[config.mk]
export PLATFORM = sky130hd
export DESIGN_NAME = sctc_top
export DESIGN_NICKNAME = d
export VERILOG_FILES = /design/src/sctc_pkg.sv /design/src/sctc_base_clk.sv /design/src/sctc_top.sv
export VERILOG_INCLUDE_DIRS = /design/src
export SDC_FILE = /design/constraint.sdc
export NUM_CORES = 1
export LEC_CHECK = 0
export ABC_AREA = 1
export BUFFER_PORTS_ARGS = -buffer_cell sky130_fd_sc_hd__buf_2
export CORE_AREA = 4 4 112 135
export CTS_BUF_LIST = sky130_fd_sc_hd__clkbuf_4
export CTS_CLUSTER_SIZE = 12
export DETAILED_ROUTE_END_ITERATION = 8
export DIE_AREA = 0 0 116 139
export HOLD_SLACK_MARGIN = 0.02
export PLACE_DENSITY_LB_ADDON = 0.3
export SLEW_MARGIN = 15
export SYNTH_ARGS = -nofsm -noshare
export SYNTH_HDL_FRONTEND = slang
export SYNTH_SLANG_ARGS = --single-unit
export TNS_END_PERCENT = 100
[constraint.sdc]
create_clock -name clk -period 4.3 [get_ports clk]
set_input_delay 0.43 -clock clk [delete_from_list [all_inputs] [get_ports clk]]
set_output_delay 0.43 -clock clk [all_outputs]
set_load 0.01 [all_outputs]
[src/sctc_params.svh]
/*
  Offsets, field positions, reset values and timing counts of the serial
  transmit start-up and card clock block.
  Assumes a 32-bit APB register bus with one aligned word per register.
*/
`ifndef SCTC_PARAMS_SVH
`define SCTC_PARAMS_SVH

`define SCTC_OFS_MODE 12'h000
`define SCTC_OFS_CTRL 12'h004
`define SCTC_OFS_RATE 12'h008
`define SCTC_OFS_SCMODE 12'h00C
`define SCTC_OFS_TDATA 12'h010
`define SCTC_OFS_STAT 12'h014

`define SCTC_POS_GSM 7
`define SCTC_POS_CHR7 6
`define SCTC_POS_PAREN 5
`define SCTC_POS_PARODD 4
`define SCTC_POS_STOP2 3
`define SCTC_POS_TXEN 5
`define SCTC_POS_RXEN 4
`define SCTC_POS_CKE 0
`define SCTC_POS_SCEN 0
`define SCTC_POS_INV 2
`define SCTC_POS_TDE 0
`define SCTC_POS_TEND 1
`define SCTC_POS_STATE 2
`define SCTC_POS_LINE 4

`define SCTC_RST_RATE 8'h03
`define SCTC_RST_BYTE 8'h00
`define SCTC_BASE_PER_BIT 16

`endif

[src/sctc_pkg.sv]
/*
  Types of the serial transmit start-up and card clock block.
  Assumes sctc_params.svh for all numeric constants.
*/
package sctc_pkg;

  typedef enum logic [1:0] {
    ST_OFF = 2'b00,
    ST_WAIT = 2'b01,
    ST_IDLE = 2'b10,
    ST_SHIFT = 2'b11
  } sctc_state_t;

  typedef struct packed {
    logic [1:0] cke;
    logic rxEn;
    logic txEn;
  } sctc_ctrl_t;

  typedef struct packed {
    logic gsmFlag;
    logic chr7;
    logic parEn;
    logic parOdd;
    logic stop2;
  } sctc_mode_t;

  typedef struct packed {
    logic inv;
    logic scEn;
  } sctc_scm_t;

endpackage : sctc_pkg

[src/sctc_base_clk.sv]
/*
  Base clock and bit tick generator.
  Assumes one clock domain; halfDiv comes from a register on the same clock.
*/
`timescale 1ns/100ps
`include "sctc_params.svh"

module sctc_base_clk #(
  parameter int BASE_PER_BIT = `SCTC_BASE_PER_BIT
) (
  input wire logic clk,
  input wire logic reset_n,
  input wire logic run,
  input wire logic restart,
  input wire logic [7:0] halfDiv,
  output logic baseClk,
  output logic baseEdge,
  output logic bitTick
);

  if (BASE_PER_BIT < 1 || BASE_PER_BIT > 1023) begin : g_chk
    $error("sctc_base_clk: BASE_PER_BIT out of range");
  end

  logic [7:0] halfCnt_ff;
  logic [9:0] bitCnt_ff;
  logic baseClk_ff;
  logic baseEdge_ff;
  logic bitTick_ff;

  wire halfDone = run && (halfCnt_ff == halfDiv);
  wire riseNow = halfDone && !baseClk_ff;
  wire bitDone = riseNow && (bitCnt_ff == 10'(BASE_PER_BIT - 1));

  always_ff @(posedge clk or negedge reset_n) begin
    if (!reset_n) begin
      halfCnt_ff <= 8'h00;
      baseClk_ff <= 1'b0;
    end else if (!run) begin
      halfCnt_ff <= 8'h00;
      baseClk_ff <= 1'b0;
    end else begin
      halfCnt_ff <= halfDone ? 8'h00 : halfCnt_ff + 8'h01;
      baseClk_ff <= baseClk_ff ^ halfDone;
    end
  end

  // restart only realigns bit timing; the card clock itself keeps running
  always_ff @(posedge clk or negedge reset_n) begin
    if (!reset_n) begin
      bitCnt_ff <= 10'h000;
    end else if (!run || restart || bitDone) begin
      bitCnt_ff <= 10'h000;
    end else if (riseNow) begin
      bitCnt_ff <= bitCnt_ff + 10'h001;
    end
  end

  always_ff @(posedge clk or negedge reset_n) begin
    if (!reset_n) begin
      baseEdge_ff <= 1'b0;
      bitTick_ff <= 1'b0;
    end else begin
      baseEdge_ff <= halfDone;
      bitTick_ff <= bitDone && !restart;
    end
  end

  assign baseClk = baseClk_ff;
  assign baseEdge = baseEdge_ff;
  assign bitTick = bitTick_ff;

endmodule : sctc_base_clk

[src/sctc_top.sv]
/*
  Serial transmitter start-up and card clock pin control, APB slave.
  Assumes an APB master on clk; the transmit pin input is asynchronous.
*/
`timescale 1ns/100ps
`include "sctc_params.svh"

module sctc_top import sctc_pkg::*; #(
  parameter int BASE_PER_BIT = `SCTC_BASE_PER_BIT
) (
  input wire logic clk,
  input wire logic reset_n,
  input wire logic psel,
  input wire logic penable,
  input wire logic pwrite,
  input wire logic [11:0] paddr,
  input wire logic [31:0] pwdata,
  output logic [31:0] prdata,
  output logic pready,
  output logic pslverr,
  input wire logic txPinIn,
  output logic txPinOut,
  output logic txPinOe,
  output logic sckPinOut,
  output logic sckPinOe
);

  sctc_mode_t mode_ff;
  sctc_ctrl_t ctrl_ff;
  sctc_scm_t scm_ff;
  sctc_state_t state_ff;
  sctc_state_t nxt_state;
  logic [7:0] rate_ff;
  logic [7:0] tdata_ff;
  logic tdFull_ff;
  logic tend_ff;
  logic [11:0] shift_ff;
  logic [3:0] bitIdx_ff;
  logic [1:0] selApplied_ff;
  logic [1:0] nxt_sel;
  logic [1:0] lineSync_ff;
  logic txEnLast_ff;
  logic [31:0] prdata_ff;
  logic pready_ff;
  logic pslverr_ff;
  logic txOut_ff;
  logic txOe_ff;
  logic sckOut_ff;
  logic sckOe_ff;
  logic baseClk;
  logic baseEdge;
  logic bitTick;

  // register decode
  wire accPhase = psel && penable;
  wire wrTake = accPhase && pready_ff && pwrite;
  wire hitMode = (paddr == `SCTC_OFS_MODE);
  wire hitCtrl = (paddr == `SCTC_OFS_CTRL);
  wire hitRate = (paddr == `SCTC_OFS_RATE);
  wire hitScm = (paddr == `SCTC_OFS_SCMODE);
  wire hitTdata = (paddr == `SCTC_OFS_TDATA);
  wire hitStat = (paddr == `SCTC_OFS_STAT);
  wire hitAny = hitMode | hitCtrl | hitRate | hitScm | hitTdata | hitStat;
  wire [31:0] statWord = {27'h0000000, lineSync_ff[1], state_ff, tend_ff, !tdFull_ff};
  wire [31:0] rdMux =
    hitMode ? {24'h000000, mode_ff.gsmFlag, mode_ff.chr7, mode_ff.parEn, mode_ff.parOdd,
               mode_ff.stop2, 3'h0} :
    hitCtrl ? {26'h0000000, ctrl_ff.txEn, ctrl_ff.rxEn, 2'h0, ctrl_ff.cke} :
    hitRate ? {24'h000000, rate_ff} :
    hitScm ? {29'h00000000, scm_ff.inv, 1'b0, scm_ff.scEn} :
    hitStat ? statWord : 32'h00000000;

  // frame assembly
  wire scMode = scm_ff.scEn;
  wire gsmActive = scMode && mode_ff.gsmFlag;
  wire seven = mode_ff.chr7 && !scMode;
  wire parUse = scMode || mode_ff.parEn;
  wire [7:0] sendByte = (scMode && scm_ff.inv) ? ~tdata_ff : tdata_ff;
  wire parBit = (seven ? ^sendByte[6:0] : ^sendByte) ^ (mode_ff.parOdd && !scMode);
  wire parSlot = parUse ? parBit : 1'b1;
  wire [11:0] frameWord = seven ? {3'b111, parSlot, sendByte[6:0], 1'b0} :
                                  {2'b11, parSlot, sendByte, 1'b0};
  wire [3:0] frameLen = 4'h1 + (seven ? 4'h7 : 4'h8) + {3'h0, parUse} +
                        (mode_ff.stop2 ? 4'h2 : 4'h1);
  wire [3:0] lastBit = frameLen - 4'h1;
  wire frameEnd = bitTick && (bitIdx_ff == lastBit);
  wire txEnRise = ctrl_ff.txEn && !txEnLast_ff;
  wire loadNow = tdFull_ff && bitTick;

  wire baseRun = ctrl_ff.txEn || ctrl_ff.cke[0] || gsmActive;

  sctc_base_clk #(
    .BASE_PER_BIT(BASE_PER_BIT)
  ) u_base (
    .clk(clk),
    .reset_n(reset_n),
    .run(baseRun),
    .restart(txEnRise),
    .halfDiv(rate_ff),
    .baseClk(baseClk),
    .baseEdge(baseEdge),
    .bitTick(bitTick)
  );

  always_comb begin
    nxt_state = state_ff;
    unique case (state_ff)
      ST_OFF: begin
        if (ctrl_ff.txEn) begin
          nxt_state = ST_WAIT;
        end
      end
      ST_WAIT: begin
        if (frameEnd) begin
          nxt_state = ST_IDLE;
        end
      end
      ST_IDLE: begin
        if (loadNow) begin
          nxt_state = ST_SHIFT;
        end
      end
      ST_SHIFT: begin
        if (frameEnd && !tdFull_ff) begin
          nxt_state = ST_IDLE;
        end
      end
    endcase
    if (!ctrl_ff.txEn) begin
      nxt_state = ST_OFF;
    end
  end

  always_ff @(posedge clk or negedge reset_n) begin
    if (!reset_n) begin
      state_ff <= ST_OFF;
      txEnLast_ff <= 1'b0;
    end else begin
      state_ff <= nxt_state;
      txEnLast_ff <= ctrl_ff.txEn;
    end
  end

  wire startShift = (state_ff == ST_IDLE && loadNow) ||
                    (state_ff == ST_SHIFT && frameEnd && tdFull_ff);
  always_ff @(posedge clk or negedge reset_n) begin
    if (!reset_n) begin
      shift_ff <= 12'hFFF;
      bitIdx_ff <= 4'h0;
    end else if (startShift || txEnRise || (state_ff == ST_WAIT && frameEnd)) begin
      shift_ff <= startShift ? frameWord : 12'hFFF;
      bitIdx_ff <= 4'h0;
    end else if (bitTick && state_ff != ST_IDLE) begin
      shift_ff <= {1'b1, shift_ff[11:1]};
      bitIdx_ff <= bitIdx_ff + 4'h1;
    end
  end

  // data write is taken only when the holding register is empty
  wire tdWrite = wrTake && hitTdata && !tdFull_ff;
  always_ff @(posedge clk or negedge reset_n) begin
    if (!reset_n) begin
      tdata_ff <= `SCTC_RST_BYTE;
      tdFull_ff <= 1'b0;
      tend_ff <= 1'b1;
    end else begin
      if (tdWrite) begin
        tdata_ff <= pwdata[7:0];
      end
      tdFull_ff <= tdWrite || (tdFull_ff && !startShift);
      tend_ff <= (state_ff != ST_SHIFT && !tdFull_ff && !tdWrite);
    end
  end

  always_ff @(posedge clk or negedge reset_n) begin
    if (!reset_n) begin
      mode_ff <= '0;
      ctrl_ff <= '0;
      scm_ff <= '0;
      rate_ff <= `SCTC_RST_RATE;
    end else if (wrTake) begin
      if (hitMode) begin
        mode_ff <= '{gsmFlag: pwdata[`SCTC_POS_GSM], chr7: pwdata[`SCTC_POS_CHR7],
                     parEn: pwdata[`SCTC_POS_PAREN], parOdd: pwdata[`SCTC_POS_PARODD],
                     stop2: pwdata[`SCTC_POS_STOP2]};
      end
      if (hitCtrl) begin
        ctrl_ff <= '{cke: pwdata[`SCTC_POS_CKE +: 2], rxEn: pwdata[`SCTC_POS_RXEN],
                     txEn: pwdata[`SCTC_POS_TXEN]};
      end
      if (hitScm) begin
        scm_ff <= '{inv: pwdata[`SCTC_POS_INV], scEn: pwdata[`SCTC_POS_SCEN]};
      end
      if (hitRate) begin
        rate_ff <= pwdata[7:0];
      end
    end
  end

  // one wait state: answer in the second access cycle
  always_ff @(posedge clk or negedge reset_n) begin
    if (!reset_n) begin
      pready_ff <= 1'b0;
      pslverr_ff <= 1'b0;
      prdata_ff <= 32'h00000000;
    end else begin
      pready_ff <= accPhase && !pready_ff;
      pslverr_ff <= accPhase && !pready_ff && !hitAny;
      if (accPhase && !pready_ff && !pwrite) begin
        prdata_ff <= rdMux;
      end
    end
  end

  // line level is asynchronous, two stages before use
  always_ff @(posedge clk or negedge reset_n) begin
    if (!reset_n) begin
      lineSync_ff <= 2'b11;
    end else begin
      lineSync_ff <= {lineSync_ff[0], txPinIn};
    end
  end

  // in card mode with the gsm flag, a new select is applied only at a half-period boundary
  // without the gsm flag the select acts at once
  assign nxt_sel = (!gsmActive || baseEdge) ? ctrl_ff.cke : selApplied_ff;
  always_ff @(posedge clk or negedge reset_n) begin
    if (!reset_n) begin
      selApplied_ff <= 2'b00;
    end else begin
      selApplied_ff <= nxt_sel;
    end
  end

  // transmit pin drive; card mode is open drain
  wire txActive = (state_ff != ST_OFF);
  wire nxtTxOe = scMode ? (state_ff == ST_SHIFT && !shift_ff[0]) : txActive;
  wire nxtTxOut = scMode ? 1'b0 : (state_ff == ST_SHIFT ? shift_ff[0] : 1'b1);
  // clock pin; the pin drives once bit0 is set, and always with the gsm flag in card mode
  wire nxtSckOe = gsmActive ? 1'b1 : selApplied_ff[0];
  wire nxtSckOut = (gsmActive && selApplied_ff == 2'b00) ? 1'b0 :
                   (gsmActive && selApplied_ff == 2'b10) ? 1'b1 : baseClk;
  always_ff @(posedge clk or negedge reset_n) begin
    if (!reset_n) begin
      txOe_ff <= 1'b0;
      txOut_ff <= 1'b1;
      sckOe_ff <= 1'b0;
      sckOut_ff <= 1'b0;
    end else begin
      txOe_ff <= nxtTxOe;
      txOut_ff <= nxtTxOut;
      sckOe_ff <= nxtSckOe;
      sckOut_ff <= nxtSckOut;
    end
  end

  assign prdata = prdata_ff;
  assign pready = pready_ff;
  assign pslverr = pslverr_ff;
  assign txPinOut = txOut_ff;
  assign txPinOe = txOe_ff;
  assign sckPinOut = sckOut_ff;
  assign sckPinOe = sckOe_ff;

  // helper count of bit ticks inside the wait frame, apart from bitIdx
  logic [3:0] waitTicks_ff;
  always_ff @(posedge clk or negedge reset_n) begin
    if (!reset_n) begin
      waitTicks_ff <= 4'h0;
    end else if (state_ff != ST_WAIT) begin
      waitTicks_ff <= 4'h0;
    end else if (bitTick) begin
      waitTicks_ff <= waitTicks_ff + 4'h1;
    end
  end

  AST_TX_HIZ_OFF: assert property (@(posedge clk) disable iff (!reset_n)
    (!ctrl_ff.txEn && !scMode) ##1 !ctrl_ff.txEn |=> !txPinOe)
    else $error("transmit pin driven while transmit disabled");

  AST_WAIT_HIGH: assert property (@(posedge clk) disable iff (!reset_n)
    (state_ff == ST_WAIT && !scMode) |=> (txPinOe && txPinOut))
    else $error("wait frame not driven high");

  AST_SCK_HIZ: assert property (@(posedge clk) disable iff (!reset_n)
    (!gsmActive && !selApplied_ff[0]) |=> !sckPinOe)
    else $error("clock pin driven with select bit0 clear");

  AST_SCK_RUN: assert property (@(posedge clk) disable iff (!reset_n)
    (scMode && !gsmActive && ctrl_ff.cke[0] && !ctrl_ff.txEn && !ctrl_ff.rxEn)
      |=> ##1 (sckPinOe && sckPinOut == $past(baseClk)))
    else $error("card clock stopped while bit0 set");

  AST_SC_WAIT_HIZ: assert property (@(posedge clk) disable iff (!reset_n)
    (state_ff == ST_WAIT && scMode) |=> !txPinOe)
    else $error("card transmit pin driven during wait frame");

  AST_GSM_NO_RUNT: assert property (@(posedge clk) disable iff (!reset_n)
    (gsmActive && $past(gsmActive) && selApplied_ff != $past(selApplied_ff))
      |-> $past(baseEdge))
    else $error("clock select applied off a half-period boundary");

  AST_GSM_FIX: assert property (@(posedge clk) disable iff (!reset_n)
    (gsmActive && selApplied_ff[0] == 1'b0)
      |=> (sckPinOe && sckPinOut == $past(selApplied_ff[1])))
    else $error("fixed clock level wrong");

  AST_WAIT_LEN: assert property (@(posedge clk) disable iff (!reset_n)
    (state_ff == ST_WAIT && nxt_state == ST_IDLE) |->
      (bitTick && waitTicks_ff == frameLen - 4'h1))
    else $error("wait frame ended early");

  AST_DATA_AFTER_WAIT: assert property (@(posedge clk) disable iff (!reset_n)
    (state_ff == ST_SHIFT && $past(state_ff) != ST_SHIFT) |-> $past(state_ff) == ST_IDLE)
    else $error("data sent before wait frame");

endmodule : sctc_top

==> impl_results.md, run 1 <==
* Run status: finished clean
* Placed Instance Area at 5000 um2
* Effective utilization at floorplan at 0.345
* Std-Cell Rows at 47
* Count of buffers added by post-CTS timing repair for setup at 0
* Ant. Diodes at 0
* RSZ-0062 raised after global routing: no
* H-Tree Level Count at 3
* Routed met1 length at 4400 um
* Post-layout net count at 680
* Type of the worst setup path: register to register
* Slowest cell delay on critical path at 0.68 ns
* Final hold vios at 0
* Total of cells resized after clock tree synthesis at 0
* Synth Cell Area at 4750 um2
* Via count of the first global-routing pass at 3866
* Width of the chip at 116 um
* Final RePlAce weighted congestion at 0.852
* Total iterations of the first detailed-routing run at 4
* # port buffers at 39
* Routed length on met2 at 5700 um
* Most common cell after layout, fill and taps aside: sky130_fd_sc_hd__nand2_1
* Die Outline Area at 16100 um2
* Non-filler instance count after layout at 801
* Post-DRT Antenna Nets at 0
* Ratio of cells with drive above 1 in the final layout at 0.168
* Max-Slew Margin vs Limit at 0.455
* Vias post-DR at 3829
* Number of warnings reported in the yosys synthesis log at 0
* Via count normalized by instance count at 4.78
* Post-route clock period utilization at 0.757
* Worst IR Drop VDD at 157 uV
* Least-Margin Pin Slew at 0.814 ns
* Mean routed wirelength per cell at 13.5 um
* Leakage dissipation at 0.00258 uW
* Antenna violations before repair at 0
* First-pass GRT wire length at 18500 um
* Count of unresolved DRC violations after routing at 0
* Cell with the largest stage delay on the worst path: sky130_fd_sc_hd__dfrtp_1
* Insertion delay of the later-clocked pin in the worst-skew pair at 0.46 ns
* Capturing element type of the critical path: register
* Most frequent cells in the layout: 144 x sky130_fd_sc_hd__nand2_1, 70 x sky130_fd_sc_hd__inv_1, 69 x sky130_fd_sc_hd__dfrtp_1
* Hold buffers post-CTS at 0
* # clock sinks at 85
* Clock edge transition at the registers on the reported setup and hold paths at 0.13 ns
* IO Count at 88
* Clock tree from TritonCTS: built
* Minimum clock period after layout at 3.25 ns
* Unique masters post-synth at 46
* HPWL Detailed at 8240 um
* Drt first-iter violations at 178
* Sequence of cells on the critical path: nand2_2 -> nand3_1 -> inv_1 -> nor3_1 -> nand3_1 -> inv_1 -> ha_1 -> inv_1 -> nor4_1 -> a21boi_1 -> nand2_1 -> o21ai_0
* CP startpoint kind: register
* Highest metal layer with signal wires: met4
* Layout Area Growth over Synthesis at 9.20%
* Post-detailed-routing wire length at 10800 um
* Mapped Avg Cell Area at 8.10 um2
* Largest net degree at the start of global routing at 86
* Overall die height at 139 um
* Crit-path most repeated cell: sky130_fd_sc_hd__inv_1
* Min-delay worst type: input pin to asynchronous set/reset pin
* Design area at 5180 um2
* Clock root buffer: sky130_fd_sc_hd__clkbuf_4
* Fin Setup TNS at 0 ns
* Placeable core region at 13800 um2
* Overall power after layout at 1460 uW
* Post-Synthesis Cells at 586
* Final setup violating endpoints at 0
* Sequential area share after synthesis at 0.452
* Number of buffers added by the clock tree synthesis step at 9
* Critical path data required time at 4.64 ns
* Buffer depth of the longest clock path at 2
* Routed length on met3 at 357 um
* Post-Route Skew at 0.0160 ns
* Max frequency at 307 MHz
* Crit path arrival time at 3.59 ns
* Number of synthesized register bits at 85
* Number of cells after detailed placement at 785
* Core occupancy in the finished layout at 0.377
* GRT Residual Overflow at 0
* Total Routing Usage GR at 0.144
* Number of pins exceeding their max-slew limit in the final report at 0
* Power per unit of standard cell area at 281 nW/um2
* Max Fanout on Critical Path at 11
* Max cap viols at 0
* Total of fill cells in the finished design at 1458
-- registers in the layout, indices dropped and copies added (netlist names), 2 cells and up --
| register | count |
|---|---|
| mode_ff | 5 |
| prdata | 8 |
| tdata_ff | 8 |
| u_base.halfCnt_ff | 8 |
| lineSync_ff | 2 |
| selApplied_ff | 2 |
| rate_ff | 8 |
| shift_ff | 10 |
| ctrl_ff | 4 |
| u_base.bitCnt_ff | 10 |
| bitIdx_ff | 4 |
| state_ff | 2 |
-- final cells by class --
| type | instances | area, um2 | share of cell area |
|---|---|---|---|
| Inverter | 75 | 282 | 0.0543 |
| Sequential cell | 85 | 2150 | 0.414 |
| Multi-Input combinational cell | 415 | 2160 | 0.416 |
| Clock buffer | 9 | 67.6 | 0.0130 |
| Timing Repair Buffer | 39 | 201 | 0.0389 |
| Clock inverter | 7 | 114 | 0.0220 |
| Tap cell | 171 | 214 | 0.0413 |
-- synthesized netlist by cell type, drive strengths merged --
master	number	area (um2)
nand3	54	298
nand2	150	583
nor3	9	67.6
or2	2	15.0
o211ai	5	37.5
nor4	3	33.8
o2111a	1	11.3
conb	1	3.75
a21oi	4	20.0
o221ai	1	8.76
nor2	55	238
buf	30	231
dfrtp	69	1730
o21ai	47	265
a21boi	1	7.51
and3	2	17.5
mux2i	1	10.0
dfstp	16	420
xor2	17	149
inv	75	282
and3b	1	8.76
xnor2	5	43.8
o211a	1	10.0
ha	5	62.6
nand3b	5	37.5
o22ai	1	6.26
nand4	17	113
a31oi	4	25.0
clkbuf	4	15.0
-- metal layers --
layer / vias to the layer above / track usage
met4: 0 / 0.0580
met1: 1801 / 0.173
met2: 72 / 0.250
li1: 1928 / -
met5: - / 0
met3: 28 / 0.0244
-- critical path, delay by kind of cell (launching register included) --
kind,cells,cell delay [ns]
flip-flops,1,0.68
AND/OR/NAND/NOR,6,1.30
buffers and inverters,3,0.29
adder cells (fa/ha/maj),1,0.42
AO/OA/AOI/OAI,2,0.46
-- power by group --
part	switching, uW	internal, uW	leakage [uW]
sequential	4.66	807	0.00112
combinational	53.5	18.9	0.00136
clock	280	292	0.0000997
-- cells by family after synthesis --
group / after synthesis / synth area share
fa+ha+maj: 5 / 0.0132
xor+xnor: 22 / 0.0406
flops: 85 / 0.452
other cells: 1 / 0.000790
buf+inv: 109 / 0.111
compound gates: 65 / 0.0825
mux: 1 / 0.00211
simple gates: 298 / 0.297
-- final timing paths --
kind | startpoint | end | depth (start not counted) | slack, ns
setup / recovery | scMode | u_base.bitCnt_ff[4] | 12 | 1.05
hold / removal | reset_n | pslverr | 1 | 0.02
setup reg to reg | scMode | u_base.bitCnt_ff[4] | 12 | 1.05
hold reg to reg | lineSync_ff[0] | lineSync_ff[1] | 0 | 0.37
max in group asynchronous | reset_n | tdata_ff[2] | 1 | 3.77
min in group clk | txPinIn | lineSync_ff[0] | 1 | 0.06
-- per-stage QoR --
step	hold slack (ns)	worst slack (ns)
after floorplan	0.134	2.18
after global placement	0.348	1.20
after detailed placement	0.353	1.05
after CTS	0.0385	1.04
after global routing	0.0262	0.574
final	0.0182	1.05
Note: power is estimated with default switching activity, not from simulation.
==> run 2: changes to the inputs <==
==> constraint.sdc (replaced) <==
create_clock -name clk -period 2.9 [get_ports clk]
set_input_delay 0.29 -clock clk [delete_from_list [all_inputs] [get_ports clk]]
set_output_delay 0.29 -clock clk [all_outputs]
set_load 0.01 [all_outputs]
==> run 2 against run 1 <==
Net effect:
- clock power increased by 21%
- count of clock-buffer cells in the layout increased by 3
- sequential cell count unchanged
- hold slack improved by 0.050 ns
- register-to-register slack got worse by 0.58 ns
- sequential power increased by 48%
- fmax increased by 34%
- via count increased by 1.1%
- wire length increased by 0.53%
- worst setup slack got worse by 0.58 ns
- final cell count increased by 0.75%
- first-iteration DRC count increased by 2.8%
- critical endpoint is now u_base.bitCnt_ff[6]
==> impl_results.md, run 2 (same netlist as run 1, synthesis figures left out) <==
* Ant. Diodes at 0
* Total of cells resized after clock tree synthesis at 0
* Number of pins exceeding their max-slew limit in the final report at 0
* Number of buffers added by the clock tree synthesis step at 9
* Post-DRT Antenna Nets at 0
* Final hold vios at 0
* Insertion delay of the later-clocked pin in the worst-skew pair at 0.45 ns
* Min-delay worst type: input pin to register
* Die Outline Area at 16100 um2
* Crit path arrival time at 2.76 ns
* Clock root buffer: sky130_fd_sc_hd__clkbuf_4
* Via count normalized by instance count at 4.80
* # clock sinks at 85
* Buffer depth of the longest clock path at 2
* Effective utilization at floorplan at 0.345
* Hold-critical path endpoint: pready
* Total Routing Usage GR at 0.144
* Placeable core region at 13800 um2
* RSZ-0062 raised after global routing: no
* Net switching power figure at 486 uW
* Sequence of cells on the critical path: nand2_2 -> nand3_1 -> inv_1 -> nor3_1 -> nand3_1 -> inv_1 -> ha_1 -> inv_1 -> nor4_1 -> a21boi_1 -> nand2_1 -> o21ai_0
* IO Count at 88
* Max cap viols at 0
* Max Fanout on Critical Path at 10
* Leakage dissipation at 0.00259 uW
* Internal power consumption at 1520 uW
* Cell with the largest stage delay on the worst path: sky130_fd_sc_hd__dfrtp_1
* Power share of the sequential group at 0.601
* Capturing element type of the critical path: register
* Vias post-DR at 3870
* CP startpoint kind: register
* Worst IR Drop VDD at 199 uV
* Post-Route Skew at 0.0242 ns
* Switching part of the total power at 0.243
* First-pass GRT wire length at 18600 um
* Width of the chip at 116 um
* Post-route clock period utilization at 0.839
* Worst hold path cell count at 3
* Startpoint of the lowest-slack register-to-register path: scMode
* Non-filler instance count after layout at 807
* Antenna violations before repair at 0
* Worst-case register-to-register setup slack at 0.47 ns
* FF-to-FF End: u_base.bitCnt_ff[6]
* H-Tree Level Count at 3
* Post-layout net count at 686
* Max-Slew Margin vs Limit at 0.468
* Run status: finished clean
* Proportion of power drawn by combinational gates at 0.055
* Ratio of cells with drive above 1 in the final layout at 0.171
* Clock edge transition at the registers on the reported setup and hold paths at 0.12 ns
* HPWL Detailed at 8260 um
* Via count of the first global-routing pass at 3949
* R2r worst-path depth at 12
* Start point of the worst hold path: penable
* Mean routed wirelength per cell at 13.4 um
* Crit-path most repeated cell: sky130_fd_sc_hd__inv_1
* Post-detailed-routing wire length at 10800 um
* Number of cells after detailed placement at 789
* Clock tree from TritonCTS: built
* Type of the worst setup path: register to register
* # port buffers at 39
* Most frequent cells in the layout: 144 x sky130_fd_sc_hd__nand2_1, 70 x sky130_fd_sc_hd__inv_1, 69 x sky130_fd_sc_hd__dfrtp_1
* Minimum clock period after layout at 2.43 ns
* Fin Setup TNS at 0 ns
* Final RePlAce weighted congestion at 0.878
* Most common cell after layout, fill and taps aside: sky130_fd_sc_hd__nand2_1
* GRT Residual Overflow at 0
* Count of unresolved DRC violations after routing at 0
* Drt first-iter violations at 183
* Crit path max-delay family: simple AND/OR/NAND/NOR gates
* Std-Cell Rows at 47
* Clock share of power at 0.344
* Total of fill cells in the finished design at 1464
* Least-Margin Pin Slew at 0.799 ns
* Largest net degree at the start of global routing at 86
* Slowest cell delay on critical path at 0.51 ns
* Final setup violating endpoints at 0
* Total iterations of the first detailed-routing run at 5
* Largest registers: shift_ff: 10 flops, u_base.bitCnt_ff: 10 flops
* Critical path data required time at 3.22 ns
* Power per unit of standard cell area at 386 nW/um2
* Layout Area Growth over Synthesis at 9.38%
* Overall die height at 139 um
* Max frequency at 411 MHz
* Buffers & Inverters on Critical Path at 3
-- run 2: cell types whose count changed in the layout (fill, tap and decap cells not counted), sizes merged --
cell,delta
buf,+4
clkbuf,+3
bufinv,-2
clkinv,-2
dlygate4sd3,+2
clkinvlp,+1
-- run 2: through the flow --
step	hold slack (ns)	cell area (um2)	worst slack, ns	power (uW)	util
floorplan	-0.00559	4830	0.777	1290	-
global placement	0.349	5030	0.544	1330	0.365
detailed placement	0.347	5030	0.433	1330	0.365
CTS	0.0444	5180	0.426	2030	0.376
global route	0.0746	5190	0.0507	2110	0.377
finish	0.0682	5190	0.467	2000	0.377
-- run 2: timing repair --
action                                  4_1_cts  5_1_grt
hold buffers                                  1        1
setup buffers                                 0        0
endpoints found under the setup margin        0        0
hold endpoints to repair                      1       69
-- run 2: worst register-to-register path, cell delays in order, from the launching register on --
cell and delay, ns:
sky130_fd_sc_hd__dfrtp_1 0.51, sky130_fd_sc_hd__nand2_2 0.13, sky130_fd_sc_hd__nand3_1 0.11, sky130_fd_sc_hd__inv_1 0.08, sky130_fd_sc_hd__nor3_1 0.19, sky130_fd_sc_hd__nand3_1 0.12, sky130_fd_sc_hd__inv_1 0.09, sky130_fd_sc_hd__ha_1 0.17
sky130_fd_sc_hd__inv_1 0.05, sky130_fd_sc_hd__nor4_1 0.30, sky130_fd_sc_hd__a21boi_1 0.13, sky130_fd_sc_hd__nand2_1 0.30, sky130_fd_sc_hd__o21ai_0 0.13
-- run 2: final cells by class --
type | instances | area (um2) | area share
multi-input cells | 415 | 2160 | 0.416
flip-flops and latches | 85 | 2150 | 0.413
inverters | 75 | 282 | 0.0542
repair buffers | 45 | 251 | 0.0484
well taps | 171 | 214 | 0.0412
clock buffers | 12 | 90.1 | 0.0173
clock inverters | 4 | 50.0 | 0.00964
-- run 2: worst max-delay path by stage --
stage,slack (ns),depth (start not counted),from,to
2_1_floorplan,0.78,14,scMode,shift_ff[6]
3_3_place_gp,0.54,12,scMode,u_base.bitCnt_ff[3]
3_5_place_dp,0.43,12,scMode,u_base.bitCnt_ff[0]
4_1_cts,0.43,12,scMode,u_base.bitCnt_ff[0]
5_1_grt,0.05,12,scMode,u_base.bitCnt_ff[0]
6_report,0.47,12,scMode,u_base.bitCnt_ff[6]
-- run 2: power by group through the flow --
stage | Clock [uW] | Sequential, uW | Combinational, uW
after global routing | 776 | 1210 | 124
after CTS | 717 | 1200 | 110
after floorplan | 0 | 1230 | 66.1
after global placement | 0 | 1230 | 107
after detailed placement | 0 | 1230 | 109
final | 690 | 1200 | 110
-- run 2: layer usage --
| metal | track usage | part of all wire | vias up |
|---|---|---|---|
| li1 | - | - | 1935 |
| met1 | 0.167 | 0.41 | 1851 |
| met2 | 0.254 | 0.53 | 68 |
| met3 | 0.0323 | 0.032 | 16 |
| met4 | 0.0525 | 0.023 | 0 |
| met5 | 0 | 0 | - |
